--- src/uft_pkg.sv ---
package uft_pkg;
  // ==========================================
  // Register map
  localparam logic [7:0] ADDR_CTRL_A = 8'h00;
  localparam logic [7:0] ADDR_CTRL_B = 8'h04;
  localparam logic [7:0] ADDR_CTRL_C = 8'h08;
  localparam logic [7:0] ADDR_BAUD_LO = 8'h0C;
  localparam logic [7:0] ADDR_BAUD_HI = 8'h10;
  localparam logic [7:0] ADDR_DATA = 8'h14;
  // ==========================================
  // Field positions
  localparam int A_RX_DONE = 7;
  localparam int A_TX_DONE = 6;
  localparam int A_BUF_EMPTY = 5;
  localparam int A_FRAME_ERR = 4;
  localparam int A_DOUBLE = 1;
  localparam int B_RX_EN = 4;
  localparam int B_TX_EN = 3;
  localparam int B_SIZE_HI = 2;
  localparam int B_RX_NINTH = 1;
  localparam int B_TX_NINTH = 0;
  localparam int C_XCK_MASTER = 7;
  localparam int C_SYNC = 6;
  localparam int C_PAR_HI = 5;
  localparam int C_PAR_LO = 4;
  localparam int C_STOP = 3;
  localparam int C_SIZE_HI = 2;
  localparam int C_SIZE_LO = 1;
  localparam int C_POL = 0;
  // ==========================================
  // Reset values and encodings
  localparam logic [2:0] RST_SIZE = 3'h3;
  localparam logic [11:0] RST_BAUD = 12'h000;
  localparam logic [2:0] SIZE_NINE = 3'h7;
  localparam logic [3:0] BITS_MIN = 4'h5;
  localparam logic [3:0] BITS_RSVD = 4'h8;
  localparam logic [3:0] BITS_MAX = 4'h9;
  // Oversample ratio minus one, and mid-bit point
  localparam logic [3:0] DIV_NORMAL = 4'hF;
  localparam logic [3:0] DIV_DOUBLE = 4'h7;
  localparam logic [3:0] MID_NORMAL = 4'h7;
  localparam logic [3:0] MID_DOUBLE = 4'h3;

  typedef struct packed {
    logic sync;
    logic xck_master;
    logic pol;
    logic [1:0] parity;
    logic stop2;
    logic [2:0] size;
  } uft_fmt_t;

  typedef struct packed {
    logic psel;
    logic penable;
    logic pwrite;
    logic [7:0] paddr;
    logic [31:0] pwdata;
  } uft_apb_req_t;

  typedef struct packed {
    logic pready;
    logic pslverr;
    logic [31:0] prdata;
  } uft_apb_rsp_t;

  typedef enum logic {RX_IDLE = 1'b0, RX_BUSY = 1'b1} uft_rx_state_t;

  function automatic logic [3:0] data_bits(input logic [2:0] code);
    data_bits = (code == SIZE_NINE) ? BITS_MAX :
        (code[2] ? BITS_RSVD : BITS_MIN + {2'b00, code[1:0]});
  endfunction
endpackage

--- src/uft_baud_gen.sv ---
`timescale 1ns/1ps
module uft_baud_gen (
  // Clock and reset
  input wire logic clk_sys,
  input wire logic rst_n,
  // Divisor
  input wire logic [11:0] divisor,
  input wire logic reload,
  // Rate pulse
  output logic tick
);
  import uft_pkg::*;
  logic [11:0] cnt;
  wire at_zero = (cnt == 12'h000);

  always_ff @(posedge clk_sys or negedge rst_n) begin
    if (!rst_n) begin
      cnt <= RST_BAUD;
      tick <= 1'b0;
    end else begin
      cnt <= (reload | at_zero) ? divisor : cnt - 12'h001;
      tick <= at_zero & ~reload;
    end
  end

  AST_BAUD_RELOAD: assert property (@(posedge clk_sys) disable iff (!rst_n)
      reload |=> cnt == $past(divisor))
    else $error("divisor not reloaded on write");
  AST_BAUD_TICK: assert property (@(posedge clk_sys) disable iff (!rst_n)
      at_zero && !reload |=> tick)
    else $error("rate pulse missing at zero");
  AST_BAUD_QUIET: assert property (@(posedge clk_sys) disable iff (!rst_n)
      !at_zero || reload |=> !tick)
    else $error("rate pulse away from zero");
endmodule

--- src/uft_tx_shift.sv ---
`timescale 1ns/1ps
module uft_tx_shift (
  // Clock and reset
  input wire logic clk_sys,
  input wire logic rst_n,
  // Timing and format
  input wire logic bit_tick,
  input wire uft_pkg::uft_fmt_t fmt,
  // Buffer side
  input wire logic load_req,
  input wire logic [8:0] load_data,
  output logic load_ack,
  output logic frame_done,
  // Line side
  output logic txd,
  output logic busy
);
  import uft_pkg::*;
  logic [12:0] sr;
  logic [3:0] left;
  logic [11:0] dmask;
  logic [12:0] frame;
  wire [3:0] nbits = data_bits(fmt.size);
  wire par_on = fmt.parity[1];
  wire par_bit = (^dmask) ^ fmt.parity[0];
  wire [3:0] len = 4'h2 + nbits + {3'b000, par_on} + {3'b000, fmt.stop2};
  wire last = busy & (left == 4'h1);

  // Unused upper data bits are dropped
  genvar i;
  generate
    for (i = 0; i < 12; i++) begin : g_mask
      if (i < 9) begin : g_d
        assign dmask[i] = load_data[i] & (i < nbits);
      end else begin : g_z
        assign dmask[i] = 1'b0;
      end
    end
    for (i = 0; i < 13; i++) begin : g_frame
      if (i == 0) begin : g_start
        assign frame[i] = 1'b0;
      end else begin : g_body
        assign frame[i] = (i <= nbits) ? dmask[i-1] :
            ((par_on && i == nbits + 1) ? par_bit : 1'b1);
      end
    end
  endgenerate

  assign load_ack = bit_tick & load_req & (~busy | last);
  assign frame_done = bit_tick & last & ~load_req;

  always_ff @(posedge clk_sys or negedge rst_n) begin
    if (!rst_n) begin
      sr <= 13'h1FFF;
      left <= 4'h0;
      busy <= 1'b0;
      txd <= 1'b1;
    end else if (load_ack) begin
      sr <= frame;
      left <= len;
      busy <= 1'b1;
      txd <= 1'b0;
    end else if (bit_tick & busy) begin
      sr <= {1'b1, sr[12:1]};
      left <= left - 4'h1;
      busy <= ~last;
      txd <= last ? 1'b1 : sr[1];
    end
  end

  AST_START_LOW: assert property (@(posedge clk_sys) disable iff (!rst_n)
      load_ack |=> !txd && busy && left == $past(len))
    else $error("start bit not driven low");
  AST_LSB_FIRST: assert property (@(posedge clk_sys) disable iff (!rst_n)
      load_ack && fmt == $past(fmt) |=> sr[1] == $past(load_data[0]))
    else $error("first data bit is not the least significant");
  AST_IDLE_HIGH: assert property (@(posedge clk_sys) disable iff (!rst_n)
      !busy |-> txd)
    else $error("line not idle high");
  AST_BACK_TO_BACK: assert property (@(posedge clk_sys) disable iff (!rst_n)
      bit_tick && last && load_req |-> load_ack ##1 (busy && !txd))
    else $error("next frame did not follow the last stop bit");
endmodule

--- src/uft_top.sv ---
// Functional notes
// Frame: one start, 5-9 data, optional parity, one or two stops.
// Data bits go out least significant first.
// Parity sits after last data bit, before first stop.
// Next frame may follow directly, otherwise line idles high.
// Receiver and transmitter share one frame format setting.
// Host keeps format fixed while a transfer runs.
// Size code selects data bit count; code 7 is nine bits.
// Parity mode selects presence and even or odd parity.
// Stop select gives one or two stops; receiver ignores second.
// Frame error only when the first stop bit samples zero.
// Parity is xor of data bits, inverted for odd.
// Host sets rate and format before enabling.
// Host clears done flag before each data write it relies on.
// Host checks idle and empty receive buffer before reconfiguring.
// Transmit enable hands the serial output pin to the transmitter.
// Synchronous mode uses the transfer clock pin as bit clock.
// Writing the data buffer loads it and starts sending.
// Buffer moves to shifter when idle or right after last stop.
// Shifter sends one frame at divisor, double speed or external rate.
// Unused upper data bits are ignored for short characters.
// Host writes only when the buffer empty flag is set.
// Host writes ninth bit before the low byte.
// Divisor down-counter reloads at zero or low byte write, pulses.
// Transmit divides rate by 16, 8 double speed, 2 sync master.
// Sync polarity 0 changes data on rising edge, 1 on falling.
// Buffer empty flag set while empty, cleared while data waits.
// Size codes 0-3 give 5-8 bits; 4-6 reserved.
// Parity codes: 00 none, 10 even, 11 odd, 01 reserved.
// Start bit low one bit time, each stop high one bit time.
//
// The APB slave port and the address map were chosen for this implementation.
`timescale 1ns/1ps
module uft_top (
  // Clock and reset
  input wire logic clk_sys,
  input wire logic rst_n,
  // Register bus
  input wire uft_pkg::uft_apb_req_t apb_req,
  output uft_pkg::uft_apb_rsp_t apb_rsp,
  // Serial output pin and general port logic
  input wire logic port_txd,
  input wire logic port_txd_oe,
  output logic txd_o,
  output logic txd_oe,
  // Serial input
  input wire logic rxd,
  // Transfer clock pin
  input wire logic xck_i,
  output logic xck_o,
  output logic xck_oe
);
  import uft_pkg::*;

  // ==========================================
  // Control state
  logic dbl;
  logic tx_en;
  logic rx_en;
  logic tx9;
  uft_fmt_t fmt;
  logic [11:0] baud;
  logic [8:0] buf_data;
  logic buf_full;
  logic tx_done;
  logic rx_done;
  logic [8:0] rx_data;
  logic fe;

  // ==========================================
  // Bus decode
  wire acc = apb_req.psel & apb_req.penable;
  wire [7:0] wd = apb_req.pwdata[7:0];
  wire hit_a = (apb_req.paddr == ADDR_CTRL_A);
  wire hit_b = (apb_req.paddr == ADDR_CTRL_B);
  wire hit_c = (apb_req.paddr == ADDR_CTRL_C);
  wire hit_lo = (apb_req.paddr == ADDR_BAUD_LO);
  wire hit_hi = (apb_req.paddr == ADDR_BAUD_HI);
  wire hit_d = (apb_req.paddr == ADDR_DATA);
  wire mapped = hit_a | hit_b | hit_c | hit_lo | hit_hi | hit_d;
  wire wr_fire = acc & apb_req.pwrite & apb_rsp.pready;
  wire rd_fire = acc & ~apb_req.pwrite & apb_rsp.pready;
  wire data_wr = wr_fire & hit_d;
  wire lo_wr = wr_fire & hit_lo;
  wire data_rd = rd_fire & hit_d;

  // ==========================================
  // Read mux
  wire [7:0] rd_a = {rx_done, tx_done, ~buf_full, fe, 2'b00, dbl, 1'b0};
  wire [7:0] rd_b = {3'b000, rx_en, tx_en, fmt.size[2], rx_data[8], tx9};
  wire [7:0] rd_c = {fmt.xck_master, fmt.sync, fmt.parity, fmt.stop2,
      fmt.size[1:0], fmt.pol};
  wire [7:0] rd_byte = hit_a ? rd_a : hit_b ? rd_b : hit_c ? rd_c :
      hit_lo ? baud[7:0] : hit_hi ? {4'h0, baud[11:8]} :
      hit_d ? rx_data[7:0] : 8'h00;

  // One wait state, then a registered answer
  always_ff @(posedge clk_sys or negedge rst_n) begin
    if (!rst_n) begin
      apb_rsp <= '0;
    end else begin
      apb_rsp.pready <= acc & ~apb_rsp.pready;
      apb_rsp.pslverr <= acc & ~apb_rsp.pready & ~mapped;
      apb_rsp.prdata <= (acc & ~apb_rsp.pready & ~apb_req.pwrite) ?
          {24'h00_0000, rd_byte} : 32'h0000_0000;
    end
  end

  // ==========================================
  // Register writes
  always_ff @(posedge clk_sys or negedge rst_n) begin
    if (!rst_n) begin
      dbl <= 1'b0;
      tx_en <= 1'b0;
      rx_en <= 1'b0;
      tx9 <= 1'b0;
      fmt <= '{sync: 1'b0, xck_master: 1'b0, pol: 1'b0, parity: 2'b00,
          stop2: 1'b0, size: RST_SIZE};
      baud <= RST_BAUD;
    end else if (wr_fire) begin
      if (hit_a) begin
        dbl <= wd[A_DOUBLE];
      end
      if (hit_b) begin
        rx_en <= wd[B_RX_EN];
        tx_en <= wd[B_TX_EN];
        fmt.size[2] <= wd[B_SIZE_HI];
        tx9 <= wd[B_TX_NINTH];
      end
      if (hit_c) begin
        fmt.xck_master <= wd[C_XCK_MASTER];
        fmt.sync <= wd[C_SYNC];
        fmt.parity <= wd[C_PAR_HI:C_PAR_LO];
        fmt.stop2 <= wd[C_STOP];
        fmt.size[1:0] <= wd[C_SIZE_HI:C_SIZE_LO];
        fmt.pol <= wd[C_POL];
      end
      if (hit_lo) begin
        baud[7:0] <= wd;
      end
      if (hit_hi) begin
        baud[11:8] <= wd[3:0];
      end
    end
  end

  // ==========================================
  // Rate generation
  logic baud_tick;
  // Low byte write reloads with the byte being written
  wire [11:0] div_now = lo_wr ? {baud[11:8], wd} : baud;

  uft_baud_gen u_baud (
    .clk_sys(clk_sys),
    .rst_n(rst_n),
    .divisor(div_now),
    .reload(lo_wr),
    .tick(baud_tick)
  );

  // Transfer clock input, synchronised then edge detected
  logic xs1;
  logic xs2;
  logic xs3;
  logic ph;
  logic [3:0] div_cnt;
  wire master = fmt.sync & fmt.xck_master;
  wire slave = fmt.sync & ~fmt.xck_master;
  wire x_rise = xs2 & ~xs3;
  wire x_fall = ~xs2 & xs3;
  wire [3:0] div_top = dbl ? DIV_DOUBLE : DIV_NORMAL;
  wire [3:0] os_mid = dbl ? MID_DOUBLE : MID_NORMAL;
  wire async_tick = ~fmt.sync & baud_tick & (div_cnt == div_top);
  wire chg_edge = fmt.pol ? x_fall : x_rise;
  wire smp_edge = fmt.pol ? x_rise : x_fall;
  wire tx_tick = async_tick | (master & baud_tick & ~ph) | (slave & chg_edge);
  wire sync_samp = (master & baud_tick & ph) | (slave & smp_edge);
  wire next_ph = master ? (ph ^ baud_tick) : 1'b0;

  always_ff @(posedge clk_sys or negedge rst_n) begin
    if (!rst_n) begin
      xs1 <= 1'b0;
      xs2 <= 1'b0;
      xs3 <= 1'b0;
      ph <= 1'b0;
      div_cnt <= 4'h0;
      xck_o <= 1'b0;
      xck_oe <= 1'b0;
    end else begin
      xs1 <= xck_i;
      xs2 <= xs1;
      xs3 <= xs2;
      ph <= next_ph;
      if (fmt.sync) begin
        div_cnt <= 4'h0;
      end else if (baud_tick) begin
        div_cnt <= (div_cnt == div_top) ? 4'h0 : div_cnt + 4'h1;
      end
      xck_o <= next_ph ^ fmt.pol;
      xck_oe <= master;
    end
  end

  // ==========================================
  // Transmit buffer and shifter
  logic sh_txd;
  logic sh_busy;
  logic load_ack;
  logic frame_done;
  wire own = tx_en | sh_busy | buf_full;
  wire load_req = buf_full & (tx_en | sh_busy);

  uft_tx_shift u_shift (
    .clk_sys(clk_sys),
    .rst_n(rst_n),
    .bit_tick(tx_tick),
    .fmt(fmt),
    .load_req(load_req),
    .load_data(buf_data),
    .load_ack(load_ack),
    .frame_done(frame_done),
    .txd(sh_txd),
    .busy(sh_busy)
  );

  always_ff @(posedge clk_sys or negedge rst_n) begin
    if (!rst_n) begin
      buf_data <= 9'h000;
      buf_full <= 1'b0;
      tx_done <= 1'b0;
      txd_o <= 1'b1;
      txd_oe <= 1'b0;
    end else begin
      if (data_wr) begin
        buf_data <= {tx9, wd};
      end
      buf_full <= data_wr | (buf_full & ~load_ack);
      // Set wins over the write-one clear
      tx_done <= (frame_done & ~buf_full) |
          (tx_done & ~(wr_fire & hit_a & wd[A_TX_DONE]));
      txd_o <= own ? sh_txd : port_txd;
      txd_oe <= own | port_txd_oe;
    end
  end

  // ==========================================
  // Receiver, sharing the transmit format
  uft_rx_state_t rx_state;
  logic [3:0] rx_os;
  logic [3:0] rx_idx;
  logic [8:0] rx_sr;
  wire [3:0] nbits = data_bits(fmt.size);
  wire [3:0] stop_idx = nbits + 4'h1 + {3'b000, fmt.parity[1]};
  wire rx_busy = (rx_state == RX_BUSY);
  wire start_async = rx_en & ~fmt.sync & baud_tick & ~rx_busy & ~rxd;
  wire start_sync = rx_en & sync_samp & ~rx_busy & ~rxd;
  wire rx_samp = rx_busy &
      (fmt.sync ? sync_samp : (baud_tick & (rx_os == os_mid)));
  wire rx_stop = rx_samp & (rx_idx == stop_idx);
  wire rx_false = rx_samp & (rx_idx == 4'h0) & rxd;
  wire rx_data_bit = rx_samp & (rx_idx != 4'h0) & (rx_idx <= nbits);
  wire [3:0] rx_shift = BITS_MAX - nbits;

  always_ff @(posedge clk_sys or negedge rst_n) begin
    if (!rst_n) begin
      rx_state <= RX_IDLE;
      rx_os <= 4'h0;
      rx_idx <= 4'h0;
      rx_sr <= 9'h000;
    end else begin
      unique case (rx_state)
        RX_IDLE: begin
          rx_os <= 4'h0;
          rx_idx <= start_sync ? 4'h1 : 4'h0;
          if (start_async | start_sync) begin
            rx_state <= RX_BUSY;
          end
        end
        RX_BUSY: begin
          if (baud_tick & ~fmt.sync) begin
            rx_os <= (rx_os == div_top) ? 4'h0 : rx_os + 4'h1;
          end
          if (rx_samp) begin
            rx_idx <= rx_idx + 4'h1;
          end
          if (rx_data_bit) begin
            rx_sr <= {rxd, rx_sr[8:1]};
          end
          if (rx_stop | rx_false) begin
            rx_state <= RX_IDLE;
          end
        end
      endcase
    end
  end

  always_ff @(posedge clk_sys or negedge rst_n) begin
    if (!rst_n) begin
      rx_data <= 9'h000;
      rx_done <= 1'b0;
      fe <= 1'b0;
    end else begin
      if (rx_stop) begin
        rx_data <= rx_sr >> rx_shift;
        fe <= ~rxd;
      end
      rx_done <= rx_stop | (rx_done & ~data_rd);
    end
  end

  // ==========================================
  // Checks
  AST_PIN_OWN: assert property (@(posedge clk_sys) disable iff (!rst_n)
      tx_en |=> txd_oe)
    else $error("serial pin not taken over while enabled");
  AST_PIN_FOLLOW: assert property (@(posedge clk_sys) disable iff (!rst_n)
      own |=> txd_o == $past(sh_txd))
    else $error("serial pin does not follow the shifter");
  AST_WRITE_LOADS: assert property (@(posedge clk_sys) disable iff (!rst_n)
      data_wr |=> buf_full && buf_data == {$past(tx9), $past(wd)})
    else $error("data write did not fill the buffer");
  AST_BUF_EMPTY: assert property (@(posedge clk_sys) disable iff (!rst_n)
      load_ack && !data_wr |=> !buf_full && rd_a[A_BUF_EMPTY])
    else $error("buffer empty flag not set after move");
  AST_FRAME_ERR: assert property (@(posedge clk_sys) disable iff (!rst_n)
      rx_stop |=> fe == !$past(rxd) && rx_done)
    else $error("frame error not tied to first stop bit");
  AST_SYNC_EDGE: assert property (@(posedge clk_sys) disable iff (!rst_n)
      master && tx_tick && $stable(fmt) |=> xck_o == !fmt.pol)
    else $error("data change on wrong transfer clock edge");
  AST_DIV_WRAP: assert property (@(posedge clk_sys) disable iff (!rst_n)
      async_tick |=> div_cnt == 4'h0)
    else $error("bit divider did not wrap at its ratio");
  AST_TX_DONE: assert property (@(posedge clk_sys) disable iff (!rst_n)
      frame_done && !buf_full |=> tx_done ##1 tx_done || $past(wr_fire))
    else $error("done flag not set after last frame");

  COV_FRAME: cover property (@(posedge clk_sys) disable iff (!rst_n)
      frame_done);
  COV_BACK_TO_BACK: cover property (@(posedge clk_sys) disable iff (!rst_n)
      load_ack && sh_busy);
  COV_RX: cover property (@(posedge clk_sys) disable iff (!rst_n)
      rx_stop && fmt.sync);
endmodule

--- config.mk ---
export PLATFORM = sky130hd
export DESIGN_NAME = uft_top
export DESIGN_NICKNAME = d
export VERILOG_FILES = /design/src/uft_pkg.sv /design/src/uft_baud_gen.sv /design/src/uft_tx_shift.sv /design/src/uft_top.sv
export SDC_FILE = /design/constraint.sdc
export NUM_CORES = 1
export LEC_CHECK = 0
export CORE_UTILIZATION = 60
export DETAILED_ROUTE_END_ITERATION = 6
export DONT_BUFFER_PORTS = 1
export MAX_ROUTING_LAYER = met4
export PLACE_DENSITY = 0.76
export SLEW_MARGIN = 10
export SYNTH_ARGS = -nofsm -noshare
export SYNTH_HDL_FRONTEND = slang
export SYNTH_SLANG_ARGS = --single-unit
--- constraint.sdc ---
create_clock -name clk_sys -period 7.3 [get_ports clk_sys]
set_input_delay 0.73 -clock clk_sys [delete_from_list [all_inputs] [get_ports clk_sys]]
set_output_delay 0.73 -clock clk_sys [all_outputs]
set_load 0.03 [all_outputs]
==> summary.txt, run 1 <==
Clock tree
  • Clk sinks: 118
  • CTS Root Cell: clkbuf_8
  • H-tree levels: 4
  • Post-CTS Resized: 0
  • CTS clock-pin slew for the worst setup and hold paths: 60 ps
  • Clock Tree Buf Depth: 2
  • Clk_lat worst skew: roughly 540 ps
  • Cts bufs inserted: 17
  • CTS tree: built

Yosys
  • Async set-reset flop share out of synthesis: 100.0%
  • Adder-Cell Fraction of Synth Area: between 4 and 5%
  • Yosys cell types: 78
  • Synth Warn #: 0
  • Mapped Cells: around 640
  • Simple logic cell fraction of the synthesized area: about 15%
  • Post-synthesis xor/xnor area fraction: 4.531%
  • Sequential element share of the synthesized area: around 44%
  • Syn Std Cell Area: around 6700 um2
  • Largest family of logic cells by synthesized area: simple AND/OR/NAND/NOR gates
  • EDFF count, synth: 0
  • Mux cell area share after synthesis: 13.52%
  • Syn avg cell area: between 10 and 15 um2
  • Top FF cell, synth: dfrtp_1
  • Compound-cell area share of the yosys netlist: ~12%
  • Flops & latches, synth: 118

Finish
  • # diodes: 0
  • Non-Filler Instances: 789
  • Commonest cells after routing, fill and taps aside: dfrtp_1 (102), nand2_1 (55), mux2_2 (51)
  • Layout area overhead: 8.688%
  • Fraction of layout cells with a size suffix above 1: a little under a fifth
  • Nets: a little over 700
  • Fill cells: between 700 and 800
  • Most common cell after layout, fill and taps aside: dfrtp_1
  • Final Util: between 60% and 70%

Global routing
  • Most used routing layer: met2
  • Number of global-route vias before repair: 4616
  • First-pass GRT wire length: ~24000 um
  • Remaining global-route overflow: 0
  • Antenna violations before repair: 0
  • GRT Total Usage: 28.26%
  • Met2 Use GR: a little over two fifths
  • Routing usage on met3: 7.506%
  • Pin count of the biggest net entering global routing: ~100
  • Met1 Usage GRT: a little over a third

Timing
  • Final Hold Fails: 0
  • Worst-Margin Slew: around 1100 ps
  • Final min period: approximately 4000 ps
  • Slew HR: ~29%
  • Clk_skew: slightly below 9 ps
  • RSZ-0062 raised after global routing: false
  • Period utilization: 55.01%
  • Setup TNS Final: 0 ps
  • Max Slew Vio Count: 0
  • FMAX: 249.0 MHz
  • Final Setup Violations: 0

Setup path
  • Worst Setup End Kind: flip-flop
  • Worst r2r path cells: 9
  • Crit path largest cell delay: ~880 ps
  • R2r setup slk: about 3300 ps
  • FF-to-FF Start: fmt[0]$_DFFE_PN1P_
  • Critical path fanouts, max: 12
  • CP max stage cell: nor2b_1
  • Critical path class: flip-flop to flip-flop
  • Arrival @ worst endpoint: between 4000 and 5000 ps
  • Req. time, crit path: between 7000 and 8000 ps
  • Worst path cell trace: ha_1 > nor2b_1 > ha_1 > xor2_1 > nor3b_2 > o21ai_1 > a211oi_2 > and3_1 > mux2_1
  • Setup crit start kind: flip-flop
  • Worst R2R End: rx_data[6]$_DFFE_PN0P_
  • Most frequent CP cell: ha_1

Floorplan
  • IO Pins: 87
  • Initial Util: about three fifths
  • Die Wd: approximately 110 um
  • Core Region: roughly 11000 um2
  • Die span in y: roughly 110 um
  • Num rows: 38
  • Die area: between 10000 and 15000 um2

Routing
  • Vias/cell: 6.049
  • Drt wl/cell: roughly 19 um
  • Initial DRC count: just under 500
  • Vias: 4773
  • DRT antenna net count: 0
  • Detailed Routing Iterations Pass 1: 5
  • DRC viols: 0
  • Final wirelength: about 15000 um

Pwr
  • IR drop worst, VDD: ~0.18 mV
  • Leak: around 3.3 nW
  • Total power draw: approximately 0.0016 W
  • Pwr Density: roughly 220 nW/um2

Job
  • Max-Cap Viols: 0

Min path
  • Worst min path class: primary input to async pin

Placed design
  • I/O Buffers: 0
  • Placer Congestion: a little over 0.9
  • DPL Wire Length: roughly 10000 um
  • DP Cell Count: roughly 760

Status
  • Status: finished, final reports clean
[final cells by class]
| class | instances | area, um2 | share of cell area [%] |
|---|---|---|---|
| Clock buffer | 18 | 427.9 | 5.891 |
| Clock inverter | 14 | 175.2 | 2.412 |
| Inverter | 27 | 101.3 | 1.395 |
| Multi-Input combinational cell | 471 | 3383 | 46.58 |
| Sequential cell | 118 | 2973 | 40.93 |
| Tap cell | 140 | 175.2 | 2.412 |
| Timing Repair Buffer | 1 | 27.53 | 0.3790 |
[worst max-delay path, delay by kind of cell (launching register included)]
family	cells	cell delay, ps
compound gates	2	390
xor+xnor	1	230
fa+ha+maj	2	650
flops	1	630
mux	1	380
simple gates	3	1620
[synthesized netlist by cell type (9+ instances only)]
cell,count,area (um2)
inv_1,24,90.09
nor3_1,10,50.05
mux2i_1,25,250.2
nand2b_1,16,100.1
nor2_1,48,180.2
clkbuf_1,9,33.78
buf_2,9,45.04
ha_1,20,250.2
nor2b_1,16,100.1
xnor2_1,21,183.9
nand2_1,55,206.5
xor2_1,11,96.34
a21oi_1,31,155.2
mux2_2,51,574.3
a31oi_1,15,93.84
dfrtp_1,102,2552
o21ai_0,20,100.1
nand3_1,9,45.04
buf_4,26,195.2
dfstp_2,16,420.4
[where the power goes]
| group | leakage, nW | internal [W] | switching, W |
|---|---|---|---|
| logic | 1.50 | 0.0000308 | 0.0000516 |
| registers | 1.51 | 0.000674 | 0.0000216 |
| clock network | 0.288 | 0.000531 | 0.000313 |
| total | 3.30 | 0.00124 | 0.000386 |
[stage by stage]
stage,hold WS [ps],instance area (um2),setup slack (ps)
2_1_floorplan,331.2,6769,4098
3_3_place_gp,340.4,6633,3502
3_5_place_dp,340.2,6633,3351
4_1_cts,11.21,7263,3337
5_1_grt,1.397,7263,3135
6_report,32.44,7263,3284
[worst max path at each step]
stage,end,startpoint,cells after the start,slack [ps]
floorplan,rx_sr[8]$_DFFE_PN0P_,fmt[0]$_DFFE_PN1P_,11,4100
global placement,rx_data[8]$_DFFE_PN0P_,fmt[0]$_DFFE_PN1P_,9,3500
detailed placement,rx_data[8]$_DFFE_PN0P_,fmt[0]$_DFFE_PN1P_,9,3350
CTS,rx_data[3]$_DFFE_PN0P_,fmt[0]$_DFFE_PN1P_,9,3340
global route,rx_data[3]$_DFFE_PN0P_,fmt[0]$_DFFE_PN1P_,9,3140
finish,rx_data[6]$_DFFE_PN0P_,fmt[0]$_DFFE_PN1P_,9,3280
[registers in the layout, indices dropped and copies added (netlist names), 4 cells and up]
register      count
buf_data          9
rx_data           9
div_cnt           4
fmt               9
apb_rsp          10
baud             12
u_shift.left      4
u_baud.cnt       12
rx_idx            4
rx_os             4
u_shift.sr       12
rx_sr             9
[what timing repair did]
| item | in CTS | in global routing |
|---|---|---|
| hold buffers | 1 | 0 |
| setup buffers | 0 | 0 |
| endpoints found under the hold margin | 102 | 0 |
[metal layers]
layer | share of wire [%] | vias to the layer above
li1 | - | 2204
met5 | 0 | -
met4 | 3.0 | 0
met1 | 44 | 2391
met2 | 48 | 146
met3 | 4.7 | 32
[kinds of logic after synthesis]
kind of cell	after synthesis
fa+ha+maj	21
other cells	1
flops	118
mux	83
simple gates	194
buf+inv	75
compound gates	116
xor+xnor	33
Note: power is estimated with default switching activity, not from simulation.
==> run 2, diff against run 1 <==
--- a/config.mk
+++ b/config.mk
@@ -5,6 +5,7 @@
 export SDC_FILE = /design/constraint.sdc
 export NUM_CORES = 1
 export LEC_CHECK = 0
+export ABC_AREA = 1
 export CORE_UTILIZATION = 60
 export DETAILED_ROUTE_END_ITERATION = 6
 export DONT_BUFFER_PORTS = 1
==> constraint.sdc (replaced) <==
create_clock -name clk_sys -period 4 [get_ports clk_sys]
set_input_delay 0.4 -clock clk_sys [delete_from_list [all_inputs] [get_ports clk_sys]]
set_output_delay 0.4 -clock clk_sys [all_outputs]
set_load 0.03 [all_outputs]
==> summary.txt, run 2 <==
Floorplan
  • Die area: around 11000 um2
  • Die Wd: ~110 um
  • Initial Util: roughly 63%
  • Core Region: about 10000 um2
  • Die span in y: approximately 110 um
  • Num rows: 37
  • IO Pins: 87

Setup path
  • CP max stage cell: dfstp_2
  • Worst R2R End: rx_data[3]$_DFFE_PN0P_
  • Critical path class: flip-flop to flip-flop
  • Arrival @ worst endpoint: 3810 ps
  • Worst path bufs/invs: 2
  • Req. time, crit path: 4450 ps
  • CP top delay family: simple AND/OR/NAND/NOR gates
  • Setup crit start kind: flip-flop
  • Crit path largest cell delay: between 500 and 600 ps
  • R2r setup slk: 640 ps
  • FF-to-FF Start: fmt[0]$_DFFE_PN1P_
  • Worst path cell trace: ha_1 > nand2_1 > clkinv_1 > ha_1 > xnor2_1 > xor2_1 > nand3_1 > nor2_1 > nand2_1 > inv_1 > o211ai_1 > o21ai_0
  • Critical path fanouts, max: 16
  • Worst Setup End Kind: flip-flop
  • Worst r2r path cells: 12

Routing
  • Final wirelength: between 15000 and 20000 um
  • Detailed Routing Iterations Pass 1: 5
  • Drt wl/cell: about 15 um
  • Initial DRC count: around 550
  • Vias/cell: roughly 5.5
  • DRT antenna net count: 0
  • DRC viols: 0
  • Vias: ~5500

Clock tree
  • Clock Tree Buf Depth: 2
  • Clk sinks: between 100 and 150
  • CTS Root Cell: clkbuf_8
  • Cts bufs inserted: 17
  • Post-CTS Resized: 0
  • H-tree levels: 4
  • Clk_lat worst skew: around 530 ps
  • CTS clock-pin slew for the worst setup and hold paths: 60 ps
  • CTS tree: built

Yosys
  • Top FF cell, synth: dfrtp_1
  • Synth Warn #: 0
  • Post-synthesis xor/xnor area fraction: 2.400%
  • Mux cell area share after synthesis: less than 1%
  • Async set-reset flop share out of synthesis: 100.0%
  • Mapped Cells: 842
  • Largest family of logic cells by synthesized area: simple AND/OR/NAND/NOR gates
  • Largest cells by area after synthesis: dfrtp_1 (39%), nand2_1 (12%), o21ai_0 (7.8%)
  • Cell with the most instances after synthesis: nand2_1
  • Syn avg cell area: roughly 7.8 um2
  • EDFF count, synth: 0
  • Area leader, netlist: dfrtp_1
  • Adder-Cell Fraction of Synth Area: about 4.1%
  • Syn Std Cell Area: 6569 um2
  • Top cell type's share of synthesized area: about two fifths
  • Flops & latches, synth: between 100 and 150
  • Synth top cells by count: nand2_1 (211), o21ai_0 (103), dfrtp_1 (102), inv_1 (102), nor2_1 (72)
  • Yosys cell types: between 40 and 50
  • Simple logic cell fraction of the synthesized area: between 20% and 30%
  • Compound-cell area share of the yosys netlist: 15.31%
  • Sequential element share of the synthesized area: between 40% and 50%

Finish
  • Commonest cells after routing, fill and taps aside: nand2_1 (211), o21ai_0 (103), inv_1 (102), dfrtp_1 (102), nor2_1 (72)
  • Register area: around 3000 um2
  • Nets: roughly 930
  • Biggest regs: baud x12, u_baud.cnt x12, u_shift.sr x12
  • Fraction of layout cells with a size suffix above 1: ~8.6%
  • # diodes: 0
  • Most common cell after layout, fill and taps aside: nand2_1
  • Layout area overhead: 11.60%
  • Non-Filler Instances: between 1000 and 1500
  • Final Util: a little over two thirds
  • Fill cells: 845
  • Area of the multi-input gates: 3022 um2

Min path
  • Hold Crit Endpoint: baud[4]$_DFFE_PN0P_
  • Hold Path Depth: 2
  • Worst min path class: primary input to flip-flop
  • HP Start: apb_req[4]

Timing
  • Max Slew Vio Count: 0
  • Hold_ws: 29.18 ps
  • FMAX: a little under 300 MHz
  • Final Setup Violations: 0
  • Setup TNS Final: 0 ps
  • RSZ-0062 raised after global routing: false
  • Worst-Margin Slew: approximately 590 ps
  • Final Hold Fails: 0
  • Period utilization: between 80% and 90%
  • Min setup slack post-route: roughly 640 ps
  • Final min period: around 3400 ps
  • Slew HR: approximately 61%
  • Clk_skew: 10.83 ps

Pwr
  • Pwr Density: around 450 nW/um2
  • IR drop worst, VDD: about 0.52 mV
  • Leak: about 3.5 nW

Global routing
  • Pin count of the biggest net entering global routing: ~120
  • Antenna violations before repair: 0
  • Number of global-route vias before repair: approximately 5500
  • Remaining global-route overflow: 0
  • First-pass GRT wire length: roughly 26000 um
  • GRT Total Usage: 30.94%

Placed design
  • DPL Wire Length: between 10000 and 15000 um
  • I/O Buffers: 0
  • Dpl ws: 668.3 ps
  • DP Cell Count: around 960
  • Placer Congestion: 0.9304

Job
  • Max-Cap Viols: 0

Status
  • Status: finished, final reports clean
==> run 2: logic make-up after synthesis <==
| family | after synthesis |
|---|---|
| xor gates and xnor gates | 18 |
| DFF | 118 |
| and+or+nand+nor | 356 |
| other | 1 |
| AOI/OAI and AO/OA | 181 |
| buffers and inverters | 146 |
| adders and majority gates | 21 |
| muxes | 1 |
==> run 2: how the worst max path moves through the flow <==
stage / from / to / depth (start not counted)
after detailed placement: fmt[1]$_DFFE_PN1P_ / rx_data[3]$_DFFE_PN0P_ / 12
final: fmt[0]$_DFFE_PN1P_ / rx_data[3]$_DFFE_PN0P_ / 12
after CTS: fmt[0]$_DFFE_PN1P_ / rx_data[3]$_DFFE_PN0P_ / 12
after global placement: fmt[1]$_DFFE_PN1P_ / rx_data[3]$_DFFE_PN0P_ / 12
after global routing: fmt[0]$_DFFE_PN1P_ / rx_data[8]$_DFFE_PN0P_ / 12
after floorplan: fmt[0]$_DFFE_PN1P_ / rx_data[0]$_DFFE_PN0P_ / 16
==> run 2: cell type report <==
| cell class | count | share of cell area (%) |
|---|---|---|
| clock buffers | 20 | 6.076 |
| inverters | 108 | 5.530 |
| well taps | 136 | 2.321 |
| flip-flops and latches | 118 | 40.55 |
| clock inverters | 12 | 2.731 |
| multi-input cells | 601 | 41.22 |
| repair buffers | 10 | 1.570 |
==> run 2: where the power goes <==
group / internal, W / switching, W
combinational: 0.000114 / 0.000206
clock: 0.00111 / 0.000548
sequential: 0.00127 / 0.0000622
total: 0.00249 / 0.000816
==> run 2: metrics by stage <==
stage	area [um2]	power, W
detailed placement	6578	0.001634
global placement	6578	0.001621
finish	7331	0.003304
CTS	7331	0.003333
floorplan	6655	0.001596
global route	7331	0.003437
==> run 2: metal layers <==
metal  vias to the layer above  part of all wire [%]  track usage (%)
li1                       2728                     -                -
met1                      2596                    45            38.98
met2                       177                    47            48.43
met3                        31                   5.8            7.173
met4                         0                   2.1            12.62
met5                         -                     0                -
==> run 2: timing repair <==
| action | in CTS | in global routing |
|---|---|---|
| hold buffers | 9 | 0 |
| endpoints found under the hold margin | 126 | 0 |
| buffers inserted | 0 | 0 |
